<file path="config.mk">
export PLATFORM = sky130hd
export DESIGN_NAME = aas_sequencer
export DESIGN_NICKNAME = d
export VERILOG_FILES = /design/src/aas_pkg.sv /design/src/aas_sequencer.sv
export SDC_FILE = /design/constraint.sdc
export NUM_CORES = 1
export LEC_CHECK = 0
export BUFFER_PORTS_ARGS = -buffer_cell sky130_fd_sc_hd__buf_2
export CORE_MARGIN = 8
export CORE_UTILIZATION = 28
export DETAILED_ROUTE_END_ITERATION = 8
export PLACE_DENSITY = 0.56
export SYNTH_ARGS = -nofsm -noshare
export SYNTH_HDL_FRONTEND = slang
export SYNTH_SLANG_ARGS = --single-unit
</file>
<file path="constraint.sdc">
create_clock -name ref_clk_i -period 2.65 [get_ports ref_clk_i]
set_clock_uncertainty 0.2 [all_clocks]
set_input_delay 0.1325 -clock ref_clk_i [delete_from_list [all_inputs] [get_ports ref_clk_i]]
set_output_delay 0.1325 -clock ref_clk_i [all_outputs]
set_load 0.005 [all_outputs]
</file>
<file path="src/aas_pkg.sv">
package aas_pkg;

	localparam logic [7:0]  OFS_CTRL     = 8'h00;
	localparam logic [7:0]  OFS_STAT     = 8'h04;
	localparam logic [7:0]  OFS_PRELOAD  = 8'h08;
	localparam logic [7:0]  OFS_RESULT   = 8'h0C;
	localparam logic [7:0]  OFS_COUNT    = 8'h10;

	localparam int          CTRL_CFG_W   = 10;
	localparam int          CTRL_START   = 10;
	localparam int          STAT_START   = 0;
	localparam int          STAT_RUN     = 1;
	localparam int          STAT_IRQ     = 2;
	localparam int          STAT_OVR     = 3;
	localparam int          STAT_BUSY    = 4;

	localparam logic [1:0]  TSEL_TIMER   = 2'h2;
	localparam logic [1:0]  TSEL_FREE    = 2'h3;

	localparam int          TMR_W        = 16;
	localparam logic [15:0] TMR_FULL     = 16'hFFFF;
	localparam logic [15:0] PRELOAD_RST  = 16'h0000;
	localparam int          DATA_W       = 12;
	localparam int          CNT_W        = 8;

	typedef struct packed
	{
		logic [3:0] gap;
		logic       two;
		logic [2:0] nsel;
		logic [1:0] tsel;
	} aas_cfg_s;

	localparam aas_cfg_s    CFG_RST      = '0;

	typedef struct packed
	{
		logic start;
		logic chan;
	} aas_conv_req_s;

	typedef struct packed
	{
		logic              done;
		logic [DATA_W-1:0] data;
	} aas_conv_rsp_s;

	typedef enum
	{
		S_IDLE,
		S_WAIT,
		S_CONV,
		S_GAP,
		S_DRAIN
	} aas_state_e;

endpackage : aas_pkg

</file>
<file path="src/aas_sequencer.sv">
`timescale 1ns/1ps

// Behaviour
// - Timer mode with nonzero count: auto_start arms overflow-triggered conversions.
// - Setting auto_start in timer mode also sets timer_run.
// - Counter counts up from timer_preload; overflow at FFFFH starts a conversion.
// - After overflow counter reloads and keeps counting; each overflow in S_WAIT triggers next.
// - Timer mode: after N conversions clear timer_run, auto_start, set adc_irq_flag.
// - N comes from the three-bit auto_count_sel field.
// - Software may clear auto_start any time to abandon the sequence.
// - Start attempts while auto_start is high are ignored.
// - Clear while busy: finish conversion, return to idle when conv_busy falls.
// - Timer mode clear while idle: stop counter at once, reset sequencer.
// - Clear after N conversions completed still raises the completion flag.
// - auto_start rising in timer mode clears overrun_flag, sets timer_run.
// - Overflow during a conversion sets overrun_flag and is ignored.
// - Two-channel timer: overflow gives ch1, gap, ch2, then waits for overflow.
// - Two-channel timer: overflow before pair done sets overrun_flag, ignored.
// - In two-channel operation N counts pairs, not conversions.
// - Result holds first value, then running sum, then final total.
// - Free mode: start converts at once, later ones after the interval gap.
// - Free mode: after N conversions clear auto_start and set adc_irq_flag.
// - Free mode clear while idle resets the sequencer at once.
// - Free single-channel start clears overrun_flag and converts at once.
// - Free two-channel: ch1, gap, ch2, gap, repeating for N pairs.
// - conv_busy is high during a conversion and low once it completes.
module aas_sequencer #(
	parameter int ACC_W    = 16,
	parameter int N_SCALE  = 1,
	parameter int GAP_UNIT = 4
) (
	input  wire logic                   ref_clk_i,
	input  wire logic                   resetn_i,
	input  wire logic [7:0]             reg_addr_i,
	input  wire logic [31:0]            reg_wdata_i,
	input  wire logic                   reg_wr_i,
	input  wire logic                   reg_rd_i,
	output logic      [31:0]            reg_rdata_o,
	output aas_pkg::aas_conv_req_s      conv_req_o,
	input  wire aas_pkg::aas_conv_rsp_s conv_rsp_i,
	output logic                        conv_busy_o,
	output logic                        adc_irq_flag_o
);
	import aas_pkg::*;

	if (N_SCALE < 1 || 7 * N_SCALE > 255)
		$error("N_SCALE out of range");
	if (GAP_UNIT < 1 || GAP_UNIT > 255)
		$error("GAP_UNIT out of range");
	if (ACC_W < DATA_W + 4 || ACC_W > 32)
		$error("ACC_W out of range");

	function automatic logic [CNT_W-1:0] n_of(input logic [2:0] sel);
		n_of = CNT_W'(int'(sel) * N_SCALE);
	endfunction : n_of

	aas_state_e       state;
	aas_state_e       next_state;
	aas_cfg_s         cfg;
	logic             auto_start;
	logic             timer_run;
	logic             overrun;
	logic [TMR_W-1:0] tcnt;
	logic [TMR_W-1:0] preload;
	logic [ACC_W-1:0] acc;
	logic [CNT_W-1:0] pair_cnt;
	logic [CNT_W-1:0] n_target;
	logic             chan;
	logic             gap_chan;
	logic [7:0]       unit_cnt;
	logic [3:0]       gap_cnt;
	logic             fire;
	logic             fire_chan;
	logic             gap_enter;
	logic             next_gap_chan;

	// Register decode
	wire       wr_ctrl   = reg_wr_i && (reg_addr_i == OFS_CTRL);
	wire       wr_stat   = reg_wr_i && (reg_addr_i == OFS_STAT);
	wire       wr_pre    = reg_wr_i && (reg_addr_i == OFS_PRELOAD);
	wire aas_cfg_s wcfg  = aas_cfg_s'(reg_wdata_i[CTRL_CFG_W-1:0]);
	wire       start_req = wr_ctrl && reg_wdata_i[CTRL_START];
	wire       stop_req  = wr_ctrl && !reg_wdata_i[CTRL_START];
	wire       w_timer   = (wcfg.tsel == TSEL_TIMER);
	wire       w_free    = (wcfg.tsel == TSEL_FREE);
	wire       cfg_ok    = (w_timer || w_free) && (wcfg.nsel != 3'h0);
	// Retrigger refused while a group or a drain is pending
	wire       launch    = start_req && !auto_start && (state == S_IDLE) && cfg_ok;
	wire       abort     = stop_req && auto_start;
	wire       is_timer  = (cfg.tsel == TSEL_TIMER);

	// Sequencing events
	wire       ovf       = timer_run && (tcnt == TMR_FULL);
	wire       done      = conv_rsp_i.done && conv_busy_o;
	wire       pair_end  = done && (!cfg.two || chan);
	wire       grp_end   = pair_end && ((pair_cnt + 1'b1) == n_target);
	wire       gap_tick  = (unit_cnt == 8'(GAP_UNIT - 1));
	wire       gap_over  = (gap_cnt == cfg.gap);
	wire       pair_busy = (state == S_CONV) || (state == S_GAP);

	always_comb
	begin
		next_state    = state;
		fire          = 1'b0;
		fire_chan     = 1'b0;
		gap_enter     = 1'b0;
		next_gap_chan = 1'b0;
		case (state)
			S_IDLE:
			begin
				if (launch && w_free)
				begin
					fire       = 1'b1;
					next_state = S_CONV;
				end
				else if (launch)
					next_state = S_WAIT;
			end
			S_WAIT:
			begin
				if (abort)
					next_state = S_IDLE;
				else if (ovf)
				begin
					fire       = 1'b1;
					next_state = S_CONV;
				end
			end
			S_CONV:
			begin
				if (done && (grp_end || abort))
					next_state = S_IDLE;
				else if (abort)
					next_state = S_DRAIN;
				else if (done && cfg.two && !chan)
				begin
					gap_enter     = 1'b1;
					next_gap_chan = 1'b1;
					next_state    = S_GAP;
				end
				else if (done && is_timer)
					next_state = S_WAIT;
				else if (done)
				begin
					gap_enter  = 1'b1;
					next_state = S_GAP;
				end
			end
			S_GAP:
			begin
				if (abort)
					next_state = S_IDLE;
				else if (gap_over)
				begin
					fire       = 1'b1;
					fire_chan  = gap_chan;
					next_state = S_CONV;
				end
			end
			S_DRAIN:
			begin
				if (done)
					next_state = S_IDLE;
			end
			default:
				next_state = S_IDLE;
		endcase
	end

	always_ff @(posedge ref_clk_i or negedge resetn_i)
	begin
		if (!resetn_i)
			state <= S_IDLE;
		else
			state <= next_state;
	end

	// Config only changes between groups
	always_ff @(posedge ref_clk_i or negedge resetn_i)
	begin
		if (!resetn_i)
			cfg <= CFG_RST;
		else if (wr_ctrl && state == S_IDLE && !auto_start)
			cfg <= wcfg;
	end

	always_ff @(posedge ref_clk_i or negedge resetn_i)
	begin
		if (!resetn_i)
			auto_start <= 1'b0;
		else if (launch)
			auto_start <= 1'b1;
		else if (abort || grp_end)
			auto_start <= 1'b0;
	end

	always_ff @(posedge ref_clk_i or negedge resetn_i)
	begin
		if (!resetn_i)
			timer_run <= 1'b0;
		else if (launch && w_timer)
			timer_run <= 1'b1;
		else if (grp_end || (abort && (state != S_CONV || done)))
			timer_run <= 1'b0;
		else if ((state == S_DRAIN && done) || (wr_stat && reg_wdata_i[STAT_RUN]))
			timer_run <= 1'b0;
	end

	// Preload is only sampled at start and at overflow
	always_ff @(posedge ref_clk_i or negedge resetn_i)
	begin
		if (!resetn_i)
			preload <= PRELOAD_RST;
		else if (wr_pre)
			preload <= reg_wdata_i[TMR_W-1:0];
	end

	always_ff @(posedge ref_clk_i or negedge resetn_i)
	begin
		if (!resetn_i)
			tcnt <= PRELOAD_RST;
		else if (launch)
			tcnt <= preload;
		else if (ovf)
			tcnt <= preload;
		else if (timer_run)
			tcnt <= tcnt + 1'b1;
	end

	always_ff @(posedge ref_clk_i or negedge resetn_i)
	begin
		if (!resetn_i)
			overrun <= 1'b0;
		else if (launch)
			overrun <= 1'b0;
		else if (ovf && pair_busy)
			overrun <= 1'b1;
	end

	// Completion set wins over a software clear in the same cycle
	always_ff @(posedge ref_clk_i or negedge resetn_i)
	begin
		if (!resetn_i)
			adc_irq_flag_o <= 1'b0;
		else if (grp_end)
			adc_irq_flag_o <= 1'b1;
		else if (wr_stat && reg_wdata_i[STAT_IRQ])
			adc_irq_flag_o <= 1'b0;
	end

	always_ff @(posedge ref_clk_i or negedge resetn_i)
	begin
		if (!resetn_i)
			conv_busy_o <= 1'b0;
		else if (fire)
			conv_busy_o <= 1'b1;
		else if (done)
			conv_busy_o <= 1'b0;
	end

	always_ff @(posedge ref_clk_i or negedge resetn_i)
	begin
		if (!resetn_i)
			acc <= '0;
		else if (launch)
			acc <= '0;
		else if (done)
			acc <= acc + ACC_W'(conv_rsp_i.data);
	end

	always_ff @(posedge ref_clk_i or negedge resetn_i)
	begin
		if (!resetn_i)
		begin
			pair_cnt <= '0;
			n_target <= '0;
		end
		else if (launch)
		begin
			pair_cnt <= '0;
			n_target <= n_of(wcfg.nsel);
		end
		else if (pair_end)
			pair_cnt <= pair_cnt + 1'b1;
	end

	always_ff @(posedge ref_clk_i or negedge resetn_i)
	begin
		if (!resetn_i)
		begin
			chan       <= 1'b0;
			gap_chan   <= 1'b0;
			conv_req_o <= '0;
		end
		else
		begin
			conv_req_o <= '{start: fire, chan: fire_chan};
			if (fire)
				chan <= fire_chan;
			if (gap_enter)
				gap_chan <= next_gap_chan;
		end
	end

	// Gap timing in GAP_UNIT-cycle ticks trades resolution for a small counter
	always_ff @(posedge ref_clk_i or negedge resetn_i)
	begin
		if (!resetn_i)
		begin
			unit_cnt <= '0;
			gap_cnt  <= '0;
		end
		else if (gap_enter)
		begin
			unit_cnt <= '0;
			gap_cnt  <= '0;
		end
		else if (state == S_GAP)
		begin
			unit_cnt <= gap_tick ? 8'h00 : unit_cnt + 1'b1;
			if (gap_tick && !gap_over)
				gap_cnt <= gap_cnt + 1'b1;
		end
	end

	// Read mux
	wire [31:0] stat_word = 32'({conv_busy_o, overrun, adc_irq_flag_o, timer_run, auto_start});
	wire [31:0] rd_word   = (reg_addr_i == OFS_CTRL)    ? 32'({auto_start, cfg}) :
	                        (reg_addr_i == OFS_STAT)    ? stat_word :
	                        (reg_addr_i == OFS_PRELOAD) ? 32'(preload) :
	                        (reg_addr_i == OFS_RESULT)  ? 32'(acc) :
	                        (reg_addr_i == OFS_COUNT)   ? 32'(tcnt) : 32'h0000_0000;

	always_ff @(posedge ref_clk_i or negedge resetn_i)
	begin
		if (!resetn_i)
			reg_rdata_o <= 32'h0000_0000;
		else
			reg_rdata_o <= reg_rd_i ? rd_word : 32'h0000_0000;
	end
endmodule : aas_sequencer

</file>
Word-level counts from Yosys, hierarchy flattened:

Cells that the tools add are included.

* multiply operators: 0
* shift-type cells: 0
* bitwise gates (word level): 0
* equality and inequality tests: 24
* reductions and logical operators: 56
* mux-type cells: 62
* add/subtract/negate cells: 5
* order comparisons: 0
* divide/modulo/power cells: 0

Operators with widths (number)
* 2-to-1 mux 32 bit: 12
* 2-to-1 mux 16 bit: 11
* case mux 32 bit (5 select lines): 1
* == test 32 x 3 -> 1 bit, second input constant: 3
* == test 32 x 2 -> 1 bit, second input constant: 2
* zero test 32 bit: 2
* 2-to-1 mux 8 bit: 5
* == test 32 x 1 -> 1 bit, second input constant: 1
* == test 32 x 4 -> 1 bit, second input constant: 1
* != test 32 x 3 -> 1 bit, second input constant: 1
* 2-to-1 mux 1 bit: 29
* logical AND 1 bit: 28
* adder 16 x 1 -> 16 bit, second input constant: 1
* adder 16 x 12 -> 16 bit: 1
* adder 8 x 1 -> 8 bit, second input constant: 2
* == test 16 bit, second input constant: 1
* == test 8 x 4 -> 1 bit, second input constant: 2
* nonzero test 2 bit: 8
* 2-to-1 mux 4 bit: 3
* != test 3 bit, second input constant: 3
* nonzero test 3 bit: 3
* == test 8 x 2 -> 1 bit, second input constant: 1
* == test 8 x 3 -> 1 bit: 1
* == test 8 x 3 -> 1 bit, second input constant: 1
* other kinds (12): 24

* input port bits: 57
* memories kept: 0
* RAM bits: 0
* output and inout port bits: 36
* logic and storage cells: 169
* ROM bits: 0
* register bits: 138
* latch bits: 0

Depth between registers and ports, before layout:

Gate-level depths: netlist (run 1).

* depth after elaboration: 10
* depth in mapped cells: 9
* gate-level depth less buffers: 8

Least setup slack after synthesis (run 1):

No wires, ideal clock.

* kind: register -> register
* start point: reg pair_cnt[0]
* end point: reg gap_cnt[1]
* buffers on the path: 1
* period minus slack after synthesis: 2.371 ns
* arrival time: 2.098 ns
* setup time: 0.072 ns
* slack: 0.279 ns
* cell stages (with the launch flop): 9
* required time: 2.378 ns
* cells stage by stage: dfrtp_1 ha_1 xnor2_1 nand2_1 a2111oi_0 o211ai_1 and4_1 clkbuf_1 nor2_1

* longest elaborated chain between the ends: 9
* elaborated cells on any way between the ends: 11
* classes of those cells: 1 x add/sub; 1 x eq/ne; 3 x mux; 6 x reduce/logical

Ends and longest elaborated chain
* from (decl): RTL line aas_sequencer.sv:66 `logic [CNT_W-1:0] pair_cnt;`
* from (signal assigned): RTL line aas_sequencer.sv:284 `pair_cnt <= pair_cnt + 1'b1;`
* adder 8 x 1 -> 8 bit (*): RTL line aas_sequencer.sv:96 `wire grp_end = pair_end && ((pair_cnt + 1'b1) == n_target);`
* == test 8 x 3 -> 1 bit (*): RTL line aas_sequencer.sv:96
* logical AND 1 bit (*): RTL line aas_sequencer.sv:96
* logical OR 1 bit (*): RTL line aas_sequencer.sv:131 `if (done && (grp_end || abort))`
* logical AND 1 bit (*): RTL line aas_sequencer.sv:131
* 2-to-1 mux 1 bit (*): RTL line aas_sequencer.sv:131
* 2-to-1 mux 1 bit (*): RTL line aas_sequencer.sv:108 `case (state)`
* nonzero test 2 bit (no line)
* AND reduction 2 bit (no line)
* to (signal assigned): RTL line aas_sequencer.sv:322 `gap_cnt <= gap_cnt + 1'b1;`
* to (decl): RTL line aas_sequencer.sv:71 `logic [3:0] gap_cnt;`

Every way passes the cells marked *; elsewhere a longest branch is shown, timed or not.
A chain may end at the register's enable or synchronous reset.

Worst setup path in the final report (run 1):

* start point: reg tcnt[0]
* end point: reg tcnt[5]

* longest elaborated chain between the ends: 4
* elaborated cells on any way between the ends: 7
* classes of those cells: 1 x add/sub; 1 x eq/ne; 3 x mux; 2 x reduce/logical

Ends and longest elaborated chain
* from (decl): RTL line aas_sequencer.sv:63 `logic [TMR_W-1:0] tcnt;`
* from (signal assigned): RTL line aas_sequencer.sv:223 `tcnt <= preload;`
* from (signal assigned): RTL line aas_sequencer.sv:225 `tcnt <= preload;`
* from (signal assigned): RTL line aas_sequencer.sv:227 `tcnt <= tcnt + 1'b1;`
* adder 16 x 1 -> 16 bit or == test 16 bit (tied branches): RTL line aas_sequencer.sv:227, aas_sequencer.sv:93
* 2-to-1 mux 16 bit or logical AND 1 bit (tied branches): RTL line aas_sequencer.sv:226, aas_sequencer.sv:93
* 2-to-1 mux 16 bit: RTL line aas_sequencer.sv:224 `else if (ovf)`
* 2-to-1 mux 16 bit: RTL line aas_sequencer.sv:222 `else if (launch)`

Several ways; a longest one is shown, not always the timed one. The select of a mux whose other input is x is not followed.

==> summary.md, run 1 <==
| Metric | Value |
|---|---|
| Final GP Congestion | 0.852 |
| Fin area | 0.00744 mm2 |
| Layout area overhead | 21.3% |
| Max VDD drop | 0.277 mV |
| Count of flip-flops with a built-in enable after synthesis | 0 |
| Post-Route Setup TNS | 0 ps |
| WHS Path Cells | 4 |
| Total die area | 0.0269 mm2 |
| Row cnt | 54 |
| Cell with the most instances after synthesis | dfrtp_1 |
| Power Density | 510 mW/mm2 |
| RSZ-0062 raised after global routing | false |
| Overall routing resource usage | 13.4% |
| CP required | 2710 ps |
| Critical-path cell list | ha_1 -> nand4_1 -> nor3_2 -> nand2_1 -> buf_4 -> nand2_1 -> buf_4 -> o21ai_0 -> a22oi_1 |
| Root buf cell | clkbuf_16 |
| Die W | 164 um |
| Largest stage delay, worst path | 470 ps |
| Vias in the first global route | 5352 |
| Gate count of the mapped netlist | 647 |
| Starting Density | 28.3% |
| Worst R2R End | tcnt[5]$_DFFE_PN0P_ |
| Layout cell share with drive strength beyond 1 | 20.6% |
| Period minus WS final | 2480 ps |
| Wirelength per Cell | 16.9 um |
| Worst-Margin Slew | 698 ps |
| Post-synth top cells | dfrtp_1 (109), nand2_1 (67), nor2_1 (59) |
| Post-Route Utilization | 34.3% |
| Setup Viol. Count Final | 0 |
| Max-slew headroom | 53.4% |
| Clock Latency Late Sink | 350 ps |
| Hold_sp | conv_rsp_i[0] |
| Routed via count | 5248 |
| Peak Freq | 404 MHz |
| Critical Path AT | 2540 ps |
| Critical Path End Type | register |
| Slowest-stage cell, CP | nor3_2 |
| HPWL after DPL | 13100 um |
| Core area | 0.0217 mm2 |
| 1st-iter DRT viols | 425 |
| Synthesized flop and latch total | 109 |
| DR vias/cell | 5.09 |
| Placement Cell Area | 0.00690 mm2 |
| Async SR Flop Fraction | 100% |
| Final wirelength | 17400 um |
| Clk sink count | 109 |
| Worst Path Max Fanout | 14 |
| Inserted Clock Buffers | 9 |
| Worst R2R Start | tcnt[0]$_DFFE_PN0P_ |
| Worst R2R Path Depth | 9 |
| Boundary pin count | 93 |
| Die Ht | 164 um |
| Clock transition at path regs | 70 ps |
| Pre-Repair DR Iteration Count | 8 |
| GRT overflow | 0 |
| P_leak | 0.00331 uW |
| Syn avg cell area | 9.48 um2 |
| Antenna-violating nets left | 0 |
| Synth warnings | 0 |
| Ys flop type | dfrtp_1 |
| Initial antenna violation count | 0 |
| Layout Nets | 820 |
| Leading area contributor after synthesis | dfrtp_1 |
| R2R Setup Slk | 170 ps |
| CTS tree | built |
| Hold/Removal Path Class | in -> reg |
| # diodes | 0 |
| Dominant cells by area after synthesis | dfrtp_1 (44%), mux2_2 (4.4%), nand2_1 (4.1%) |
| CTS max path bufs | 2 |
| Status | finished clean |
| Final Hold Viols | 0 |
| Final period utilization | 93.4% |
| Largest net degree at the start of global routing | 51 |
| Mapped Area | 0.00613 mm2 |
| Max_cap viols | 0 |
| WS Path Type | reg -> reg |
| Max Slew Vio Count | 0 |
| H-tree levels | 3 |
| Area share of the largest cell type after synthesis | 44.5% |
| First-pass GRT wire length | 28500 um |
| Seq/Total Area, Yosys | 44.5% |
| IO buf count | 60 |
| Hold Path End | acc[0]$_DFFE_PN0P_ |
| Critical path launch point type | register |
| Yosys cell types | 68 |
| Residual DRC | 0 |
[placed cells by master (no fill, tap or decap), drive strengths merged, types with 5 or more instances in the layout]
master	count
nand2	67
a222oi	16
a211oi	12
nand3	19
nand2b	11
xnor2	17
buf	102
conb	16
mux2	24
and3	5
o21ai	40
a21o	6
and2	14
dlygate4sd3	20
nor2	60
xor2	14
ha	16
o211ai	5
dfrtp	109
nand4	15
a21oi	45
nor3	14
nor4	7
inv	11
clkbuf	10
a31oi	5
or3	5
[critical path: cells and delay by family, from the launching register on]
family          cells  cell delay, ps
simple gates        4             920
flops               1             410
buf+inv             2             390
compound gates      2             260
fa+ha+maj           1             200
[through the flow]
step,total power (uW),setup WS [ps],hold slack (ps),cells
detailed placement,2380,50.9,17.0,994
floorplan,2180,279,-363,662
global route,3980,21.4,81.5,1031
CTS,3830,76.7,12.1,1030
global placement,2370,69.1,17.0,994
finish,3790,174,23.8,1031
[worst max path at each step]
stage | cells after the start | from | slack [ps] | to
after floorplan | 8 | pair_cnt[0]$_DFFE_PN0P_ | 280 | gap_cnt[1]$_DFFE_PN0P_
after global placement | 8 | reg_addr_i[1] | 70 | tcnt[11]$_DFFE_PN0P_
after detailed placement | 8 | reg_addr_i[1] | 50 | tcnt[13]$_DFFE_PN0P_
after CTS | 8 | acc[0]$_DFFE_PN0P_ | 80 | acc[10]$_DFFE_PN0P_
after global routing | 9 | tcnt[0]$_DFFE_PN0P_ | 20 | tcnt[5]$_DFFE_PN0P_
final | 9 | tcnt[0]$_DFFE_PN0P_ | 170 | tcnt[5]$_DFFE_PN0P_
[per-layer routing]
metal	wire [um]	up-vias	global-route usage, %
met2	8000	135	21.1
met3	645	30	1.48
met4	593	0	6.94
met5	0	-	0
met1	8160	2550	17.9
li1	-	2533	-
[cell families after synthesis]
kind of cell,after synthesis,share of synthesized area [%]
and+or+nand+nor,239,19.7
other,1,0.0612
xor gates and xnor gates,31,4.43
AOI/OAI and AO/OA,163,17.6
adders and majority gates,17,3.59
muxes,28,5.06
DFF,109,44.5
buffers and inverters,59,5.04
[sequential cells by signal (all words and copies together) (netlist names)]
signal / cells
state: 3
n_target: 3
conv_req_o: 2
gap_cnt: 4
timer_run: 1
acc: 16
chan: 1
preload: 16
reg_rdata_o: 16
pair_cnt: 8
cfg: 10
gap_chan: 1
overrun: 1
auto_start: 1
conv_busy_o: 1
unit_cnt: 8
tcnt: 16
adc_irq_flag_o: 1
[cell type report]
| type | instances | area (um2) |
|---|---|---|
| multi-input combinational | 494 | 3180 |
| tap | 280 | 350 |
| sequential | 109 | 2730 |
| clock buffer | 10 | 239 |
| timing repair buffer | 122 | 831 |
| clock inverter | 6 | 71.3 |
| inverter | 10 | 37.5 |
| fill | 2256 | 14300 |
[what timing repair did]
item                                    CTS  global route
hold buffers                             20             0
endpoints found under the setup margin    0            17
endpoints found under the hold margin    84             0
resized for setup                         0             5
setup buffers                             0             1
[power by group]
| part | internal [uW] | switching (uW) | leakage (uW) |
|---|---|---|---|
| Combinational | 252 | 309 | 0.00176 |
| Clock | 768 | 645 | 0.000151 |
| Sequential | 1730 | 85.5 | 0.00140 |
(Power assumes the default switching activity.)
==> run 2: changes to the inputs <==
==> constraint.sdc (replaced) <==
create_clock -name ref_clk_i -period 2.7 [get_ports ref_clk_i]
set_clock_uncertainty 0.2 [all_clocks]
set_input_delay 0.135 -clock ref_clk_i [delete_from_list [all_inputs] [get_ports ref_clk_i]]
set_output_delay 0.135 -clock ref_clk_i [all_outputs]
set_load 0.005 [all_outputs]
==> summary.md, run 2 (synthesis results as in run 1) <==
| Metric | Value |
|---|---|
| Status | finished clean |
| Period minus WS final | 2500 ps |
| Most frequent cells in the layout | dfrtp_1 (109), nand2_1 (67), nor2_1 (59), buf_2 (59), a21oi_1 (44) |
| Die Ht | 164 um (unchanged) |
| Root buf cell | clkbuf_16 |
| Metal-1 WL | 8230 um (+0.78%) |
| Worst R2R Path Depth | 6 (-3) |
| Routed via count | 5172 (-1.4%) |
| Wirelength per Cell | 17.0 um (+0.76%) |
| RSZ-0062 raised after global routing | false |
| Hold_sp | conv_rsp_i[1] |
| Boundary pin count | 93 (unchanged) |
| CTS max path bufs | 2 (unchanged) |
| Worst-Margin Slew | 697 ps (-1.01 ps) |
| Final GP Congestion | 0.852 (unchanged) |
| R2R Setup Slk | 220 ps (+50 ps) |
| Critical path launch point type | input pin |
| Residual DRC | 0 (unchanged) |
| Die W | 164 um (unchanged) |
| H-tree levels | 3 (unchanged) |
| Post-Route Setup TNS | 0 ps (unchanged) |
| Placement Cell Area | 0.00685 mm2 (-0.65%) |
| Highest routed layer | met4 |
| CP required | 2780 ps (+70 ps) |
| Setup bufs post-CTS | 0 (unchanged) |
| Final wirelength | 17400 um (+0.18%) |
| Setup Viol. Count Final | 0 (unchanged) |
| WHS Path Cells | 4 (unchanged) |
| CTS tree | built |
| Hold Path End | acc[1]$_DFFE_PN0P_ |
| Layout Nets | 814 (-0.73%) |
| WS Path Type | in -> reg |
| Final hold slack | 64.3 ps (+40.4 ps) |
| Worst R2R Start | state[2]$_DFFE_PN0P_ |
| Tot Pwr | 3840 uW (+1.3%) |
| Critical Path End Type | register |
| Metal3 WL | 763 um (+18%) |
| Peak Freq | 400 MHz |
| Overall routing resource usage | 13.3% (-0.098 points) |
| Met2 routed WL | 8010 um (+0.20%) |
| Clock transition at path regs | 80 ps (about the same) |
| Vias in the first global route | 5141 (-3.9%) |
| 1st-iter DRT viols | 380 (-11%) |
| Final Hold Viols | 0 (unchanged) |
| Fin area | 0.00742 mm2 (-0.27%) |
| Hold/Removal Path Class | in -> reg |
| Max Slew Vio Count | 0 (unchanged) |
| DR vias/cell | 5.05 (-0.87%) |
| Critical Path AT | 2580 ps (+40 ps) |
| HPWL after DPL | 12900 um (-1.6%) |
| Clock Latency Late Sink | 360 ps (about the same) |
| Max_cap viols | 0 (unchanged) |
| First-pass GRT wire length | 28200 um (-1.2%) |
| Max-slew headroom | 53.5% (+0.067 points) |
| GRT overflow | 0 (unchanged) |
| Clk sink count | 109 (unchanged) |
| Pre-Repair DR Iteration Count | 7 (-1) |
| Layout area overhead | 21.0% |
| Commonest non-fill, non-tap cell in the layout | dfrtp_1 |
| Starting Density | 28.3% (unchanged) |
| Max VDD drop | 0.278 mV (+0.37%) |
| Final period utilization | 92.6% |
| Layout cell share with drive strength beyond 1 | 19.7% (-0.91 points) |
| IO buf count | 60 (unchanged) |
| Worst Path Max Fanout | 3 (-11) |
| Power Density | 518 mW/mm2 (+1.5%) |
| Inserted Clock Buffers | 9 (unchanged) |
| P_leak | 0.00330 uW (-0.47%) |
| Initial antenna violation count | 0 (unchanged) |
| Total die area | 0.0269 mm2 (unchanged) |
| Antenna-violating nets left | 0 (unchanged) |
| # diodes | 0 (unchanged) |
| Largest net degree at the start of global routing | 50 (-2.0%) |
| Core area | 0.0217 mm2 (unchanged) |
| Row cnt | 54 (unchanged) |
| Worst R2R End | tcnt[14]$_DFFE_PN0P_ |
run 2: changes by cell type in the layout (fill, tap and decap cells not counted), sizes merged:
cell         delta
buf             -7
dlygate4sd3     +1
inv             +1
bufinv          +1
clkinv          -1
clkinvlp        -1
run 2: per-stage QoR:
step                      utilization, %  worst slack (ps)  std cells
final                               34.2               198       1025
after global routing                34.2              19.6       1025
after CTS                           34.1              89.9       1025
after detailed placement            31.6              20.9        988
after global placement              31.6              63.9        988
after floorplan                        -               329        662
run 2: area by class of cell:
class	instances	area (um2)
fillers	2218	14300
multi-input cells	494	3180
flip-flops and latches	109	2730
repair buffers	116	788
well taps	280	350
clock buffers	10	229
clock inverters	6	105
inverters	10	37.5
run 2: worst max-delay path by stage:
stage,to,start,slack [ps]
CTS,acc[10]$_DFFE_PN0P_,conv_rsp_i[0],90
global placement,tcnt[14]$_DFFE_PN0P_,reg_addr_i[4],60
finish,acc[10]$_DFFE_PN0P_,conv_rsp_i[0],200
floorplan,gap_cnt[1]$_DFFE_PN0P_,pair_cnt[0]$_DFFE_PN0P_,330
global route,unit_cnt[0]$_DFFE_PN0P_,pair_cnt[0]$_DFFE_PN0P_,20
detailed placement,tcnt[14]$_DFFE_PN0P_,reg_addr_i[4],20
run 2: repair_timing:
item                       CTS  global route
hold endpoints to repair    85             0
setup endpoints to repair    0             3
resized for setup            0             4
hold buffers                21             0
run 2: metal layers:
| layer | GRT usage (%) | up-vias |
|---|---|---|
| met5 | 0 | - |
| met4 | 4.88 | 0 |
| met3 | 2.46 | 28 |
| met2 | 20.8 | 137 |
| met1 | 18.0 | 2491 |
| li1 | - | 2516 |
run 2: where the power goes:
part	switching (uW)	internal (uW)	total, uW
clock network	677	835	1510
registers	89.8	1700	1790
logic	296	243	538
run 2: worst max-delay path, cell delays in order:
cell and delay [ps]:
dlygate4sd3_1 540, buf_2 130, ha_1 240, fa_1 450
a211oi_2 260, o211ai_1 220, a41oi_2 250, xnor2_1 130
nand2_1 70, a21oi_1 140
==> run 3: changes to the inputs <==
--- a/config.mk
+++ b/config.mk
@@ -9,6 +9,7 @@
 export CORE_MARGIN = 8
 export CORE_UTILIZATION = 28
 export DETAILED_ROUTE_END_ITERATION = 8
+export MAX_ROUTING_LAYER = met4
 export PLACE_DENSITY = 0.56
 export SYNTH_ARGS = -nofsm -noshare
 export SYNTH_HDL_FRONTEND = slang
==> summary.md, run 3 (synthesis results as in run 1) <==
| Metric | Value |
|---|---|
| Status | finished clean |
| Boundary pin count | 93 (unchanged) |
| Vias in the first global route | 5137 (-0.078%) |
| Die W | 164 um (unchanged) |
| HPWL after DPL | 12900 um (unchanged) |
| Post-Route Setup TNS | 0 ps (unchanged) |
| 1st-iter DRT viols | 388 (+2.1%) |
| Max Slew Vio Count | 0 (unchanged) |
| First-pass GRT wire length | 28200 um (+0.20%) |
| Peak Freq | 400 MHz (about the same) |
| Worst R2R Start | state[2]$_DFFE_PN0P_ |
| Antenna-violating nets left | 0 (unchanged) |
| Post-Route Utilization | 34.2% (unchanged) |
| Critical Path End Type | register |
| Power Density | 518 mW/mm2 (about the same) |
| CP required | 2780 ps (about the same) |
| Pre-Repair DR Iteration Count | 5 (-2) |
| Clk sink count | 109 (unchanged) |
| Fin area | 0.00742 mm2 (unchanged) |
| Final period utilization | 92.6% (about the same) |
| DR vias/cell | 5.07 (+0.48%) |
| Max-slew headroom | 53.2% (-0.30 points) |
| Critical path launch point type | input pin |
| Final wirelength | 17500 um (+0.15%) |
| Clock Latency Late Sink | 360 ps (about the same) |
| WHS Path Cells | 4 (unchanged) |
| Layout cell share with drive strength beyond 1 | 19.7% (unchanged) |
| Worst R2R Path Depth | 6 (unchanged) |
| H-tree levels | 3 (unchanged) |
| Final Non-Filler Cells | 1025 (unchanged) |
| Hold_sp | conv_rsp_i[1] |
| Worst R2R End | tcnt[14]$_DFFE_PN0P_ |
| Worst-Margin Slew | 702 ps (+4.44 ps) |
| Row cnt | 54 (unchanged) |
| Largest net degree at the start of global routing | 50 (unchanged) |
| Layout area overhead | 21.0% (unchanged) |
| # diodes | 0 (unchanged) |
| Wirelength per Cell | 17.0 um (+0.15%) |
| Inserted Clock Buffers | 9 (unchanged) |
| RSZ-0062 raised after global routing | false |
| Commonest non-fill, non-tap cell in the layout | dfrtp_1 |
| Total placed cells including tap cells | 988 (unchanged) |
| Critical Path AT | 2580 ps (about the same) |
| Hold Path End | acc[1]$_DFFE_PN0P_ |
| WS Path Type | in -> reg |
| Initial antenna violation count | 0 (unchanged) |
| Clock transition at path regs | 80 ps (about the same) |
| Layout Nets | 814 (unchanged) |
| Total die area | 0.0269 mm2 (unchanged) |
| R2R Setup Slk | 220 ps (about the same) |
| Filler cells | 2218 (unchanged) |
| Max VDD drop | 0.281 mV (+1.2%) |
| Area of the multi-input gates | 0.00318 mm2 (unchanged) |
| Max_cap viols | 0 (unchanged) |
| Final GP Congestion | 0.861 (+1.1%) |
| GRT overflow | 0 (unchanged) |
| Most frequent cells in the layout | dfrtp_1 (109), nand2_1 (67), nor2_1 (59), buf_2 (59), a21oi_1 (44) |
| Hold/Removal Path Class | in -> reg |
| Core area | 0.0217 mm2 (unchanged) |
| P_leak | 0.00330 uW (unchanged) |
| Die Ht | 164 um (unchanged) |
| Residual DRC | 0 (unchanged) |
| Tot Pwr | 3840 uW (about the same) |
| Setup Viol. Count Final | 0 (unchanged) |
| FF+latch area | 0.00273 mm2 (unchanged) |
| Worst Path Max Fanout | 3 (unchanged) |
| CTS tree | built |
| IO buf count | 60 (unchanged) |
| CTS max path bufs | 2 (unchanged) |
| Starting Density | 28.3% (unchanged) |
| Routed via count | 5197 (+0.48%) |
| Placement Cell Area | 0.00685 mm2 (unchanged) |
| Final Hold Viols | 0 (unchanged) |
| Overall routing resource usage | 13.7% (+0.40 points) |
| Period minus WS final | 2500 ps (-2.00 ps) |
| Root buf cell | clkbuf_16 |
==> run 3: cell counts in the layout (fill, tap and decap cells not counted) <==
No cell type changed its count.
==> run 3: per-layer routing <==
metal  part of all wire [%]  routed length (um)  GRT usage (%)  vias to the layer above
met5                      0                   0              -                        -
met4                    2.1                 361           4.46                        0
met3                    3.5                 618           2.16                       25
met2                     47                8140           21.1                      125
met1                     48                8340           18.1                     2527
li1                       -                   -              -                     2520
==> run 3: repair_timing <==
action,CTS,global route
hold buffers,21,0
setup endpoints to repair,0,3
gates resized for setup,0,4
endpoints found under the hold margin,85,0
buffers inserted,0,0
==> run 3: worst max-delay path, cell delays in order <==
cell and delay, ps:
dlygate4sd3_1 540, buf_2 130, ha_1 240, fa_1 450, a211oi_2 260, o211ai_1 220, a41oi_2 250, xnor2_1 130
nand2_1 70, a21oi_1 140
==> run 3: layout make-up <==
class | count | area share, %
Clock buffer | 10 | 3.09
Clock inverter | 6 | 1.42
Inverter | 10 | 0.506
Multi-Input combinational cell | 494 | 42.9
Sequential cell | 109 | 36.8
Tap cell | 280 | 4.72
Timing Repair Buffer | 116 | 10.6
==> run 3: worst max path at each step <==
stage                       startpoint                       to  slack [ps]  cells after the start
5_1_grt        pair_cnt[0]$_DFFE_PN0P_  unit_cnt[0]$_DFFE_PN0P_          20                      7
6_report                 conv_rsp_i[0]      acc[10]$_DFFE_PN0P_         200                     10
4_1_cts                  conv_rsp_i[0]      acc[10]$_DFFE_PN0P_          90                     10
3_5_place_dp             reg_addr_i[4]     tcnt[14]$_DFFE_PN0P_          20                      7
2_1_floorplan  pair_cnt[0]$_DFFE_PN0P_   gap_cnt[1]$_DFFE_PN0P_         330                      8
3_3_place_gp             reg_addr_i[4]     tcnt[14]$_DFFE_PN0P_          60                      7
==> run 3: power by group <==
group / internal [uW] / switching, uW / leakage, uW
Sequential: 1700 / 87.8 / 0.00140
Combinational: 243 / 296 / 0.00173
Clock: 835 / 680 / 0.000162
Total: 2780 / 1060 / 0.00330
==> run 3: stage by stage <==
step	worst slack (ps)	hold WS [ps]
after floorplan	329	-361
final	200	62.8
after global routing	19.4	94.1
after CTS	89.9	49.3
after detailed placement	20.9	31.3
after global placement	63.9	25.3
